$ cat config.mk
export PLATFORM = sky130hd
export DESIGN_NAME = load_unit
export DESIGN_NICKNAME = d
export VERILOG_FILES = /design/src/hdl/load_unit_pkg.sv /design/src/hdl/load_data_align.sv /design/src/hdl/load_unit.sv
export VERILOG_INCLUDE_DIRS = /design/src /design/src/hdl
export SDC_FILE = /design/constraint.sdc
export NUM_CORES = 1
export LEC_CHECK = 0
export CAP_MARGIN = 0
export CORE_AREA = 3 3 144 146
export CTS_CLUSTER_SIZE = 25
export DETAILED_ROUTE_END_ITERATION = 6
export DIE_AREA = 0 0 147 149
export DONT_BUFFER_PORTS = 1
export HOLD_SLACK_MARGIN = 0.08
export PLACE_DENSITY = 0.65
export SETUP_SLACK_MARGIN = 0.4
export SLEW_MARGIN = 20
export SYNTH_ARGS = -nofsm -noshare
export SYNTH_HDL_FRONTEND = slang
export SYNTH_HIERARCHICAL = 1
export SYNTH_SLANG_ARGS = --single-unit
$ cat constraint.sdc
create_clock -name i_clock -period 7.1 [get_ports i_clock]
set_input_delay 1.42 -clock i_clock [delete_from_list [all_inputs] [get_ports i_clock]]
set_output_delay 1.42 -clock i_clock [all_outputs]
set_load 0.01 [all_outputs]
$ cat src/hdl/load_unit_defs.svh
// constants for the load execution unit
`ifndef LOAD_UNIT_DEFS_SVH
`define LOAD_UNIT_DEFS_SVH
`define OP_SIGNED_HALF 6'h21
`define OP_UNSIGNED_HALF 6'h25
`define OP_LINKED_WORD 6'h30
`define OP_UPPER_IMM 6'h0f
`define OP_PLAIN_WORD 6'h23
`define OP_LEFT_MERGE 6'h22
`define OP_RIGHT_MERGE 6'h26
`define OP_FIELD_HI 31
`define OP_FIELD_LO 26
`define BASE_FIELD_HI 25
`define BASE_FIELD_LO 21
`define DEST_FIELD_HI 20
`define DEST_FIELD_LO 16
`define IMM_FIELD_HI 15
`define IMM_FIELD_LO 0
`define LINK_FLAG_RESET 1'b0
`endif

$ cat src/hdl/load_unit_pkg.sv
// types for the load execution unit
package load_unit_pkg;
  typedef enum logic [2:0] {
    OPK_NONE = 3'h0,
    OPK_SIGNED_HALF = 3'h1,
    OPK_UNSIGNED_HALF = 3'h2,
    OPK_PLAIN_WORD = 3'h3,
    OPK_LINKED_WORD = 3'h4,
    OPK_UPPER_IMM = 3'h5,
    OPK_LEFT_MERGE = 3'h6
  } op_kind_e;
  typedef enum logic [1:0] {
    ST_IDLE = 2'b00,
    ST_WAIT = 2'b01,
    ST_DONE = 2'b11
  } load_state_e;
endpackage

$ cat src/hdl/load_data_align.sv
// lane selection, extension and merge of a fetched memory word
`timescale 1ns/1ps
`default_nettype none
module load_data_align
  import load_unit_pkg::*;
(
  input wire load_unit_pkg::op_kind_e i_kind,
  input wire logic [1:0] i_addr_low,
  input wire logic i_big_endian,
  input wire logic [31:0] i_mem_word,
  input wire logic [31:0] i_dest_old,
  output logic [31:0] o_result
);
  logic [1:0] lane;
  logic [15:0] half;
  logic [1:0] byte_sel;
  logic [31:0] merged;

  // halfword lane: (addr1 ^ big endian) || 0
  assign lane = {i_addr_low[1] ^ i_big_endian, 1'b0}; // [RULE_04]
  assign half = lane[1] ? i_mem_word[31:16] : i_mem_word[15:0]; // [RULE_04]
  // byte = addr ^ big endian on both bits
  assign byte_sel = i_addr_low ^ {2{i_big_endian}}; // [RULE_17]

  always_comb begin
    merged = i_dest_old;
    // top (byte+1) bytes from memory low bytes, rest kept
    unique case (byte_sel) // [RULE_16]
      2'b00: merged = {i_mem_word[7:0], i_dest_old[23:0]};
      2'b01: merged = {i_mem_word[15:0], i_dest_old[15:0]};
      2'b10: merged = {i_mem_word[23:0], i_dest_old[7:0]};
      2'b11: merged = i_mem_word;
    endcase
  end

  always_comb begin
    o_result = i_mem_word;
    unique case (i_kind)
      OPK_SIGNED_HALF: o_result = {{16{half[15]}}, half}; // [RULE_01]
      OPK_UNSIGNED_HALF: o_result = {16'h0000, half}; // [RULE_03]
      OPK_LEFT_MERGE: o_result = merged; // [RULE_16]
      default: o_result = i_mem_word; // [RULE_06]
    endcase
  end
endmodule
`default_nettype wire

$ cat src/hdl/load_unit.sv
// load execution unit: halfword, word, linked, upper-immediate, left merge
// Summary of operation
// (RULE_01) signed half: sign-extend fetched halfword
// (RULE_02) halfword address bit zero set: address error
// (RULE_03) unsigned half: zero-extend fetched halfword
// (RULE_04) lane is addr1 xor big endian
// (RULE_05) plain word misaligned: address error
// (RULE_06) word loads write full fetched word
// (RULE_07) linked load sets link flag after write
// (RULE_08) one sequence; new linked load replaces
// (RULE_09) conditional store ends the sequence
// (RULE_10) linked load never kills remote store
// (RULE_11) software links only cached locations
// (RULE_12) linked word misaligned: address error
// (RULE_13) linked load opcode 110000 decoded
// (RULE_14) abandoned sequence needs no cleanup
// (RULE_15) upper immediate: imm then zeros, no exception
// (RULE_16) left merge fills upper bytes, keeps rest
// (RULE_17) merge bytes from address and endianness
// (RULE_18) back-to-back merge uses forwarded data
// (RULE_19) faulting load leaves dest and flag
`timescale 1ns/1ps
`default_nettype none
`include "load_unit_defs.svh"
module load_unit
  import load_unit_pkg::*;
(
  input wire logic i_clock,
  input wire logic i_rst,
  input wire logic i_issue_valid,
  input wire logic [31:0] i_instr,
  input wire logic [31:0] i_base_value,
  input wire logic [31:0] i_dest_value,
  input wire logic i_big_endian,
  input wire logic i_mem_ready,
  input wire logic [31:0] i_mem_rdata,
  input wire logic i_mem_fault,
  input wire logic i_store_cond_done,
  input wire logic i_exc_return,
  output logic o_issue_ready,
  output logic o_mem_req,
  output logic [31:0] o_mem_addr,
  output logic o_wb_valid,
  output logic [4:0] o_wb_gpr,
  output logic [31:0] o_wb_data,
  output logic o_addr_error,
  output logic o_bus_error,
  output logic o_link_flag,
  output logic o_store_cond_ok
);
  import load_unit_pkg::*;

  function automatic op_kind_e decode_kind(input logic [5:0] op);
    op_kind_e k;
    k = OPK_NONE;
    unique case (op)
      `OP_UNSIGNED_HALF: k = OPK_UNSIGNED_HALF;
      `OP_LINKED_WORD: k = OPK_LINKED_WORD; // [RULE_13]
      `OP_UPPER_IMM: k = OPK_UPPER_IMM;
      `OP_PLAIN_WORD: k = OPK_PLAIN_WORD;
      `OP_LEFT_MERGE: k = OPK_LEFT_MERGE;
      `OP_SIGNED_HALF: k = OPK_SIGNED_HALF;
      default: k = OPK_NONE;
    endcase
    return k;
  endfunction

  function automatic logic misaligned(input op_kind_e k,
                                      input logic [1:0] a);
    logic bad;
    bad = 1'b0;
    unique case (k)
      OPK_SIGNED_HALF, OPK_UNSIGNED_HALF: bad = a[0]; // [RULE_02]
      OPK_PLAIN_WORD: bad = |a; // [RULE_05]
      OPK_LINKED_WORD: bad = |a; // [RULE_12]
      default: bad = 1'b0; // [RULE_15]
    endcase
    return bad;
  endfunction

  op_kind_e dec_kind;
  logic [31:0] eff_addr;
  logic [31:0] imm_ext;
  logic [4:0] dest_field;
  logic issue_fire;
  logic align_bad;
  load_state_e state_reg;
  op_kind_e kind_reg;
  logic [31:0] addr_reg;
  logic [31:0] dest_old_reg;
  logic [4:0] gpr_reg;
  logic big_reg;
  logic [31:0] aligned_data;
  logic [31:0] last_wb_data_reg;
  logic [4:0] last_wb_gpr_reg;
  logic last_wb_valid_reg;
  logic [31:0] merge_base;
  logic link_reg;
  logic wb_valid_reg;
  logic [4:0] wb_gpr_reg;
  logic [31:0] wb_data_reg;
  logic addr_err_reg;
  logic bus_err_reg;
  logic sc_ok_reg;
  logic set_link;

  assign dec_kind = decode_kind(i_instr[`OP_FIELD_HI:`OP_FIELD_LO]);
  assign imm_ext = {{16{i_instr[`IMM_FIELD_HI]}},
                    i_instr[`IMM_FIELD_HI:`IMM_FIELD_LO]};
  assign eff_addr = i_base_value + imm_ext; // [RULE_01]
  assign dest_field = i_instr[`DEST_FIELD_HI:`DEST_FIELD_LO];
  assign o_issue_ready = (state_reg == ST_IDLE);
  assign issue_fire = i_issue_valid && o_issue_ready &&
                      (dec_kind != OPK_NONE);
  assign align_bad = misaligned(dec_kind, eff_addr[1:0]);

  // memory side sees the word-aligned address; lane chosen on return
  assign o_mem_req = (state_reg == ST_WAIT);
  assign o_mem_addr = {addr_reg[31:2], 2'b00};

  // merge source picked at issue: a write in flight or just done to the
  // same gpr beats the register file value, which may still be stale
  assign merge_base = (wb_valid_reg && wb_gpr_reg == dest_field) ?
                      wb_data_reg :
                      (last_wb_valid_reg && last_wb_gpr_reg == dest_field) ?
                      last_wb_data_reg : i_dest_value; // [RULE_18]

  load_data_align u_align (
    .i_kind(kind_reg),
    .i_addr_low(addr_reg[1:0]),
    .i_big_endian(big_reg),
    .i_mem_word(i_mem_rdata),
    .i_dest_old(dest_old_reg),
    .o_result(aligned_data)
  );

  always_ff @(posedge i_clock or posedge i_rst) begin
    if (i_rst) begin
      state_reg <= ST_IDLE;
    end else begin
      unique case (state_reg)
        ST_IDLE: begin
          if (issue_fire && !align_bad && dec_kind != OPK_UPPER_IMM) begin
            state_reg <= ST_WAIT;
          end
        end
        ST_WAIT: begin
          if (i_mem_ready) begin
            state_reg <= ST_DONE;
          end
        end
        ST_DONE: state_reg <= ST_IDLE;
        default: state_reg <= ST_IDLE;
      endcase
    end
  end

  always_ff @(posedge i_clock or posedge i_rst) begin
    if (i_rst) begin
      kind_reg <= OPK_NONE;
      addr_reg <= 32'h0000_0000;
      dest_old_reg <= 32'h0000_0000;
      gpr_reg <= 5'h00;
      big_reg <= 1'b0;
    end else if (issue_fire) begin
      kind_reg <= dec_kind;
      addr_reg <= eff_addr;
      dest_old_reg <= merge_base; // [RULE_18]
      gpr_reg <= dest_field;
      big_reg <= i_big_endian; // [RULE_17]
    end
  end

  always_ff @(posedge i_clock or posedge i_rst) begin
    if (i_rst) begin
      wb_valid_reg <= 1'b0;
      wb_gpr_reg <= 5'h00;
      wb_data_reg <= 32'h0000_0000;
      addr_err_reg <= 1'b0;
      bus_err_reg <= 1'b0;
    end else begin
      wb_valid_reg <= 1'b0;
      addr_err_reg <= 1'b0;
      bus_err_reg <= 1'b0;
      if (issue_fire && align_bad) begin
        addr_err_reg <= 1'b1; // [RULE_19]
      end else if (issue_fire && dec_kind == OPK_UPPER_IMM) begin
        wb_valid_reg <= 1'b1;
        wb_gpr_reg <= dest_field;
        wb_data_reg <= {i_instr[`IMM_FIELD_HI:`IMM_FIELD_LO],
                        16'h0000}; // [RULE_15]
      end else if (state_reg == ST_WAIT && i_mem_ready) begin
        if (i_mem_fault) begin
          bus_err_reg <= 1'b1; // [RULE_19]
        end else begin
          wb_valid_reg <= 1'b1;
          wb_gpr_reg <= gpr_reg;
          wb_data_reg <= aligned_data; // [RULE_06]
        end
      end
    end
  end

  // remember the last write for back-to-back merge forwarding
  always_ff @(posedge i_clock or posedge i_rst) begin
    if (i_rst) begin
      last_wb_valid_reg <= 1'b0;
      last_wb_gpr_reg <= 5'h00;
      last_wb_data_reg <= 32'h0000_0000;
    end else if (wb_valid_reg) begin
      last_wb_valid_reg <= 1'b1;
      last_wb_gpr_reg <= wb_gpr_reg;
      last_wb_data_reg <= wb_data_reg; // [RULE_18]
    end else if (issue_fire) begin
      last_wb_valid_reg <= 1'b0;
    end
  end

  assign set_link = state_reg == ST_WAIT && i_mem_ready && !i_mem_fault &&
                    kind_reg == OPK_LINKED_WORD;

  // only local events touch the flag; remote traffic never clears it
  always_ff @(posedge i_clock or posedge i_rst) begin
    if (i_rst) begin
      link_reg <= `LINK_FLAG_RESET;
    end else if (set_link) begin
      link_reg <= 1'b1; // [RULE_07] [RULE_08] [RULE_10]
    end else if (i_store_cond_done || i_exc_return) begin
      link_reg <= 1'b0; // [RULE_09]
    end
  end

  // abandoned sequences simply linger until replaced or cleared by an exception return [RULE_14]
  always_ff @(posedge i_clock or posedge i_rst) begin
    if (i_rst) begin
      sc_ok_reg <= 1'b0;
    end else begin
      sc_ok_reg <= i_store_cond_done && link_reg; // [RULE_09]
    end
  end

  assign o_wb_valid = wb_valid_reg;
  assign o_wb_gpr = wb_gpr_reg;
  assign o_wb_data = wb_data_reg;
  assign o_addr_error = addr_err_reg;
  assign o_bus_error = bus_err_reg;
  assign o_link_flag = link_reg;
  assign o_store_cond_ok = sc_ok_reg;

  AST_HALF_ALIGN: assert property (@(posedge i_clock) // [RULE_02]
    disable iff (i_rst)
    issue_fire && (dec_kind == OPK_SIGNED_HALF ||
    dec_kind == OPK_UNSIGNED_HALF) && eff_addr[0] |=> o_addr_error)
    else $error("halfword misalignment not flagged");
  AST_WORD_ALIGN: assert property (@(posedge i_clock) // [RULE_05]
    disable iff (i_rst)
    issue_fire && dec_kind == OPK_PLAIN_WORD && eff_addr[1:0] != 2'b00
    |=> o_addr_error && !o_wb_valid)
    else $error("word misalignment not flagged");
  AST_LINK_ALIGN: assert property (@(posedge i_clock) // [RULE_12]
    disable iff (i_rst)
    issue_fire && dec_kind == OPK_LINKED_WORD && eff_addr[1:0] != 2'b00
    |=> o_addr_error)
    else $error("linked misalignment not flagged");
  AST_UPPER_IMM: assert property (@(posedge i_clock) // [RULE_15]
    disable iff (i_rst)
    issue_fire && dec_kind == OPK_UPPER_IMM |=> o_wb_valid &&
    o_wb_data[15:0] == 16'h0000 && !o_addr_error)
    else $error("upper immediate result wrong");
  AST_LINK_SET: assert property (@(posedge i_clock) // [RULE_07]
    disable iff (i_rst)
    set_link |=> o_link_flag && o_wb_valid)
    else $error("link flag not set with write");
  AST_FAULT_KEEP: assert property (@(posedge i_clock) // [RULE_19]
    disable iff (i_rst)
    o_addr_error || o_bus_error |-> !o_wb_valid &&
    o_link_flag == $past(o_link_flag))
    else $error("fault changed state");
  AST_UNSIGNED_ZERO: assert property (@(posedge i_clock) // [RULE_03]
    disable iff (i_rst)
    state_reg == ST_WAIT && i_mem_ready && !i_mem_fault &&
    kind_reg == OPK_UNSIGNED_HALF |=> o_wb_data[31:16] == 16'h0000)
    else $error("unsigned half not zero extended");
  AST_SIGNED_EXT: assert property (@(posedge i_clock) // [RULE_01]
    disable iff (i_rst)
    state_reg == ST_WAIT && i_mem_ready && !i_mem_fault &&
    kind_reg == OPK_SIGNED_HALF |=>
    o_wb_data[31:16] == {16{o_wb_data[15]}})
    else $error("signed half not sign extended");
  AST_LANE: assert property (@(posedge i_clock) // [RULE_04]
    disable iff (i_rst)
    state_reg == ST_WAIT && i_mem_ready && !i_mem_fault &&
    kind_reg == OPK_UNSIGNED_HALF && (addr_reg[1] ^ big_reg) |=>
    o_wb_data[15:0] == $past(i_mem_rdata[31:16]))
    else $error("wrong halfword lane");
  AST_SC_CLEAR: assert property (@(posedge i_clock) // [RULE_09]
    disable iff (i_rst)
    i_store_cond_done && !set_link |=> !o_link_flag)
    else $error("conditional store left link set");
  AST_MERGE_FWD: assert property (@(posedge i_clock) // [RULE_18]
    disable iff (i_rst)
    issue_fire && dec_kind == OPK_LEFT_MERGE && !wb_valid_reg &&
    last_wb_valid_reg && last_wb_gpr_reg == dest_field |=>
    dest_old_reg == $past(last_wb_data_reg))
    else $error("merge missed the forwarded data");
  AST_MERGE_KEEP: assert property (@(posedge i_clock) // [RULE_16]
    disable iff (i_rst)
    state_reg == ST_WAIT && i_mem_ready && !i_mem_fault &&
    kind_reg == OPK_LEFT_MERGE && addr_reg[1:0] == {2{big_reg}} |=>
    o_wb_data == {$past(i_mem_rdata[7:0]), $past(dest_old_reg[23:0])})
    else $error("left merge of one byte wrong");
  AST_MERGE_FULL: assert property (@(posedge i_clock) // [RULE_17]
    disable iff (i_rst)
    state_reg == ST_WAIT && i_mem_ready && !i_mem_fault &&
    kind_reg == OPK_LEFT_MERGE && addr_reg[1:0] == ~{2{big_reg}} |=>
    o_wb_data == $past(i_mem_rdata))
    else $error("left merge of four bytes wrong");
  AST_WORD_DATA: assert property (@(posedge i_clock) // [RULE_06]
    disable iff (i_rst)
    state_reg == ST_WAIT && i_mem_ready && !i_mem_fault &&
    (kind_reg == OPK_PLAIN_WORD || kind_reg == OPK_LINKED_WORD) |=>
    o_wb_data == $past(i_mem_rdata))
    else $error("word load data wrong");
  AST_BUS_FAULT: assert property (@(posedge i_clock) // [RULE_19]
    disable iff (i_rst)
    state_reg == ST_WAIT && i_mem_ready && i_mem_fault |=>
    o_bus_error && !o_wb_valid)
    else $error("bus fault not reported or write made");
  AST_SC_OK: assert property (@(posedge i_clock) // [RULE_09]
    disable iff (i_rst)
    i_store_cond_done && o_link_flag |=> o_store_cond_ok)
    else $error("conditional store success not reported");
  AST_UPPER_DATA: assert property (@(posedge i_clock) // [RULE_15]
    disable iff (i_rst)
    issue_fire && dec_kind == OPK_UPPER_IMM |=>
    o_wb_data == {$past(i_instr[`IMM_FIELD_HI:`IMM_FIELD_LO]), 16'h0000})
    else $error("upper immediate data wrong");

  COV_LINKED: cover property (@(posedge i_clock) disable iff (i_rst)
    set_link ##[1:20] i_store_cond_done);
  COV_MERGE: cover property (@(posedge i_clock) disable iff (i_rst)
    issue_fire && dec_kind == OPK_LEFT_MERGE);
  COV_ADDR_ERR: cover property (@(posedge i_clock) disable iff (i_rst)
    o_addr_error);
  COV_BUS_ERR: cover property (@(posedge i_clock) disable iff (i_rst)
    o_bus_error);
  COV_FWD_MERGE: cover property (@(posedge i_clock) disable iff (i_rst)
    issue_fire && dec_kind == OPK_LEFT_MERGE && last_wb_valid_reg);
endmodule
`default_nettype wire

# ---- After elaboration in Yosys (flattened, before gate mapping)
# Cells that the tools add are included.
# W data, S select, Z words.
dict set report word_totals {
  regBits 139
  latch_bits 0
  ramBits 0
  romBits 0
  input_bits 136
  output_inout_bits 76
  elab_cells 100
  mem_count 0
}
dict set report op_classes {
  add_sub_neg 1
  multipliers 0
  div_mod_pow 0
  n_lt_le_gt_ge 0
  eq_ne 25
  shifts 0
  n_mux 29
  bitwise_logic 3
  reduce_logical 26
}
# op n
set ops {}
lappend ops {{$pmux W32 S4} 1}
lappend ops {{$mux W32} 3}
lappend ops {{$pmux W32 S3} 1}
lappend ops {{$mux W24} 2}
lappend ops {{$add A32 B32 Y32} 1}
lappend ops {{$eq A6 B6 Y1 const B} 5}
lappend ops {{$pmux W3 S6} 1}
lappend ops {{$mux W16} 1}
lappend ops {{$mux W5} 3}
lappend ops {{$mux W1} 13}
lappend ops {{$eq A3 B3 Y1 const B} 4}
lappend ops {{$logic_and A1 B1 Y1} 12}
lappend ops {{$eq A5 B5 Y1} 2}
lappend ops {{$eq A3 B2 Y1 const B} 3}
lappend ops {{$eq A3 B1 Y1 const B} 2}
lappend ops {{$eq A6 B4 Y1 const B} 1}
lappend ops {{$reduce_bool A2 Y1} 3}
lappend ops {{$reduce_or A2 Y1} 3}
lappend ops {{$eq A2 B1 Y1 const B} 2}
lappend ops {{$eq A2 B2 Y1 const B} 2}
lappend ops {{$logic_not A2 Y1} 2}
lappend ops {{$mux W2} 2}
lappend ops {{$ne A2 B1 Y1 const B} 2}
lappend ops {{$pmux W2 S2} 1}
lappend ops {{11 further kinds} 12}

# ---- Longest topological paths before layout
dict set report logic_depth {
  word_depth 10
  depth_mapped 11
  mapped_depth_nobuf 11
}

# ---- By module
# Netlist, hierarchy kept.
# module instances cells_each area_each_um2 seq_area_each_um2
set modules_own_cells {}
lappend modules_own_cells {load_unit 1 951 8735.9 3878.7}
lappend modules_own_cells {load_data_align 1 132 1053.5 0.0}

# ---- Worst setup path before layout
# Ideal clock, no wire load.
dict set report synth_timing {
  path_type {in2reg}
  from {in i_instr[0]}
  to {reg addr_reg[30]}
  setup_time_ns 0.095
  arrival_time_ns 3.413
  required_ns 7.005
  path_slack_ns 3.592
  cell_stages 11
  path_buffers 0
  cell_sequence {ha_1 -> inv_1 -> fa_1 -> nand2b_1 -> a21oi_1 -> o31ai_1 -> a211oi_2 -> o211ai_1 -> a211oi_1 -> nor3_1 -> o31ai_1}
}
dict set report synth_between {
  elab_chain_len 1
}
# element line
set synth_lines {}
lappend synth_lines {{start: declaration} load_unit.sv:31} ;# input wire logic [31:0] i_instr,
lappend synth_lines {{$add A32 B32 Y32} load_unit.sv:110} ;# assign eff_addr = i_base_value + imm_ext;
lappend synth_lines {{end signal: assignment} load_unit.sv:167} ;# addr_reg <= eff_addr;
lappend synth_lines {{end: declaration} load_unit.sv:89} ;# logic [31:0] addr_reg;
# Every way passes these cells.
# A chain may end at the register's enable or synchronous reset.

# ---- Worst setup path in the final report
# Ends and elaborated chain as after synthesis.

==> impl_metrics.toml <==
[status]
status = "finished, final reports clean"

[detailed_routing]
final_antenna_net_count = 0
dr.pass1.iters = 5
wl_per_cell_um = 20.23
first_iter_violations = 388
drt_wl_total_um = 24980
dr_total_vias = 7150
routed_via_density = 5.789
drc = 0

[sta]
min_period_ns = 3.731
post-route-period-util_pct = 52.55
clock.fmax_ghz = 0.2680
grt_setup_unrepaired = "false"
tightest_slew_ns = 1.127
finalMaxSlewViolations = 0
slew_headroom_pct = 24.73
hold_viol = 0
finalSetupViolCount = 0
whs_ns = 0.4705
setup_tns_ns = 0
skew_ns = 0.01092

[placement]
post-place-cells = 1203
place_congestion = 0.8735
hpwl_um = 18460
portBuffers = 0

[synthesis]
avgSynthCellArea_um2 = 8.909
netlist_area_um2 = 9079
synth-warning-count = 6
netlist_instances = 1019

[finish]
num-nets-final = 1125
diodes = 0
fin_cells = 1235
syn_to_final_growth_pct = 5.871
drive_above_1_share_pct = 10.52
fill_cells = 1896

[die]
core_area_um2 = 19530
fp.dieArea_um2 = 21900
start_util_pct = 46.49
rows = 51
pin_count = 212
die_y_um = 149
chipWidth_um = 147

[cts]
postCtsResizedCells = 0
post_cts_buffers = 0
clock-sinks = 139
cts_hold_buf = 0
clockRootBuffer = "clkbuf_16"
numCtsBuffers = 17
clk_latency_ns = 0.42
cts_tree = "built"
htreeDepth = 4
ctsLongestPathBuffers = 2
path_clk_slew_ns = 0.06

[min_path]
hold_start = "gpr_reg[1]"
hold_class = "reg2reg"
worstHoldPathCells = 2
min_to = "gpr_reg[1]"

[worst_setup_path]
rr_worst_depth = 6
r2r_end = "o_wb_data[4]"
worst-path-max-fanout = 4
crit_required_ns = 7.42
startpoint = "i_instr[0]"
critPathKind = "in2reg"
worst_ep_arrival_time_ns = 4.05
r2r-start = "kind_reg[2]"
rrSetupSlack_ns = 4.32
end_kind = "register"
start_kind = "input pin"

[grt]
grt_pass1_wl_um = 38600
grt_pass1_vias = 6947
gr-usage-all-layers_pct = 22.42
antenna_found_initial = 0
grt_max_degree = 84
globalRoute.totalOverflow = 0

[power_and_ir_drop]
p_total_mw = 3.393
power_density_nw_per_um2 = 353.0
leakagePower_nw = 4.368
peakVddDrop_v = 0.0001754

[job]
drv_cap = 0
==> cell usage in the layout (no fill, tap or decap), drive strengths merged, types with 4 or more instances in the layout <==
cell     count
a31oi        6
dfrtp      139
a22oi        8
a21boi       4
o21a         4
nand2      184
a22o         8
o2111ai      4
o31ai       10
a221o       16
nand2b       7
buf          7
o21ai      128
nor2b       13
clkbuf      22
xnor2       12
o21bai       4
and3         9
ha          31
a21o        17
clkinv       4
o22ai        7
xor2        18
nand3       29
o211ai       8
or3          6
mux2        37
a21oi       40
nor3        11
nor3b        4
mux2i       57
and2         9
inv         26
nor2        36
==> worst max path at each step <==
| stage | to | slack (ns) | cells past startpoint |
|---|---|---|---|
| after detailed placement | addr_reg[30] | 2.94 | 11 |
| after floorplan | addr_reg[0] | 1.96 | 1 |
| after global placement | addr_reg[30] | 3.06 | 11 |
| after CTS | addr_reg[30] | 3.41 | 11 |
| after global routing | addr_reg[30] | 3.23 | 11 |
| final | addr_reg[30] | 3.37 | 11 |
==> through the flow <==
step	worst slack (ns)	instance area, µm²	util, %
4_1_cts	3.405	9604	49.19
6_report	3.369	9612	49.22
5_1_grt	3.226	9612	49.22
3_5_place_dp	2.943	8982	46.00
2_1_floorplan	1.955	9082	-
3_3_place_gp	3.056	8982	46.00
==> report_power, final <==
part	internal, mW	leakage [nW]	switching (mW)
clock network	0.590	0.303	0.352
logic	0.432	2.30	0.496
registers	1.14	1.77	0.388
total	2.16	4.37	1.24
==> routing by layer <==
metal / share of wire [%] / track usage, %
met5: 0 / 0
met4: 1.4 / 6.011
met3: 8.2 / 7.445
met2: 47 / 36.60
met1: 43 / 28.80
==> area by class of cell <==
| cell class | instances | area, µm² | share of cell area (%) |
|---|---|---|---|
| multi-input cells | 767 | 5029 | 52.32 |
| flip-flops and latches | 139 | 3478 | 36.19 |
| clock buffers | 22 | 484.2 | 5.038 |
| well taps | 265 | 331.6 | 3.450 |
| clock inverters | 10 | 137.6 | 1.432 |
| inverters | 25 | 98.84 | 1.028 |
| repair buffers | 7 | 52.55 | 0.5467 |
==> worst max-delay path, stage by stage <==
cell and delay [ns]:
ha_1 0.19, inv_1 0.07, fa_1 0.41, nand2b_1 0.18, a21oi_1 0.27, o31ai_1 0.20, a211oi_2 0.41, o211ai_1 0.21
a211oi_1 0.40, nor3_1 0.08, o31ai_1 0.22
Note: power is estimated with default switching activity, not from simulation.
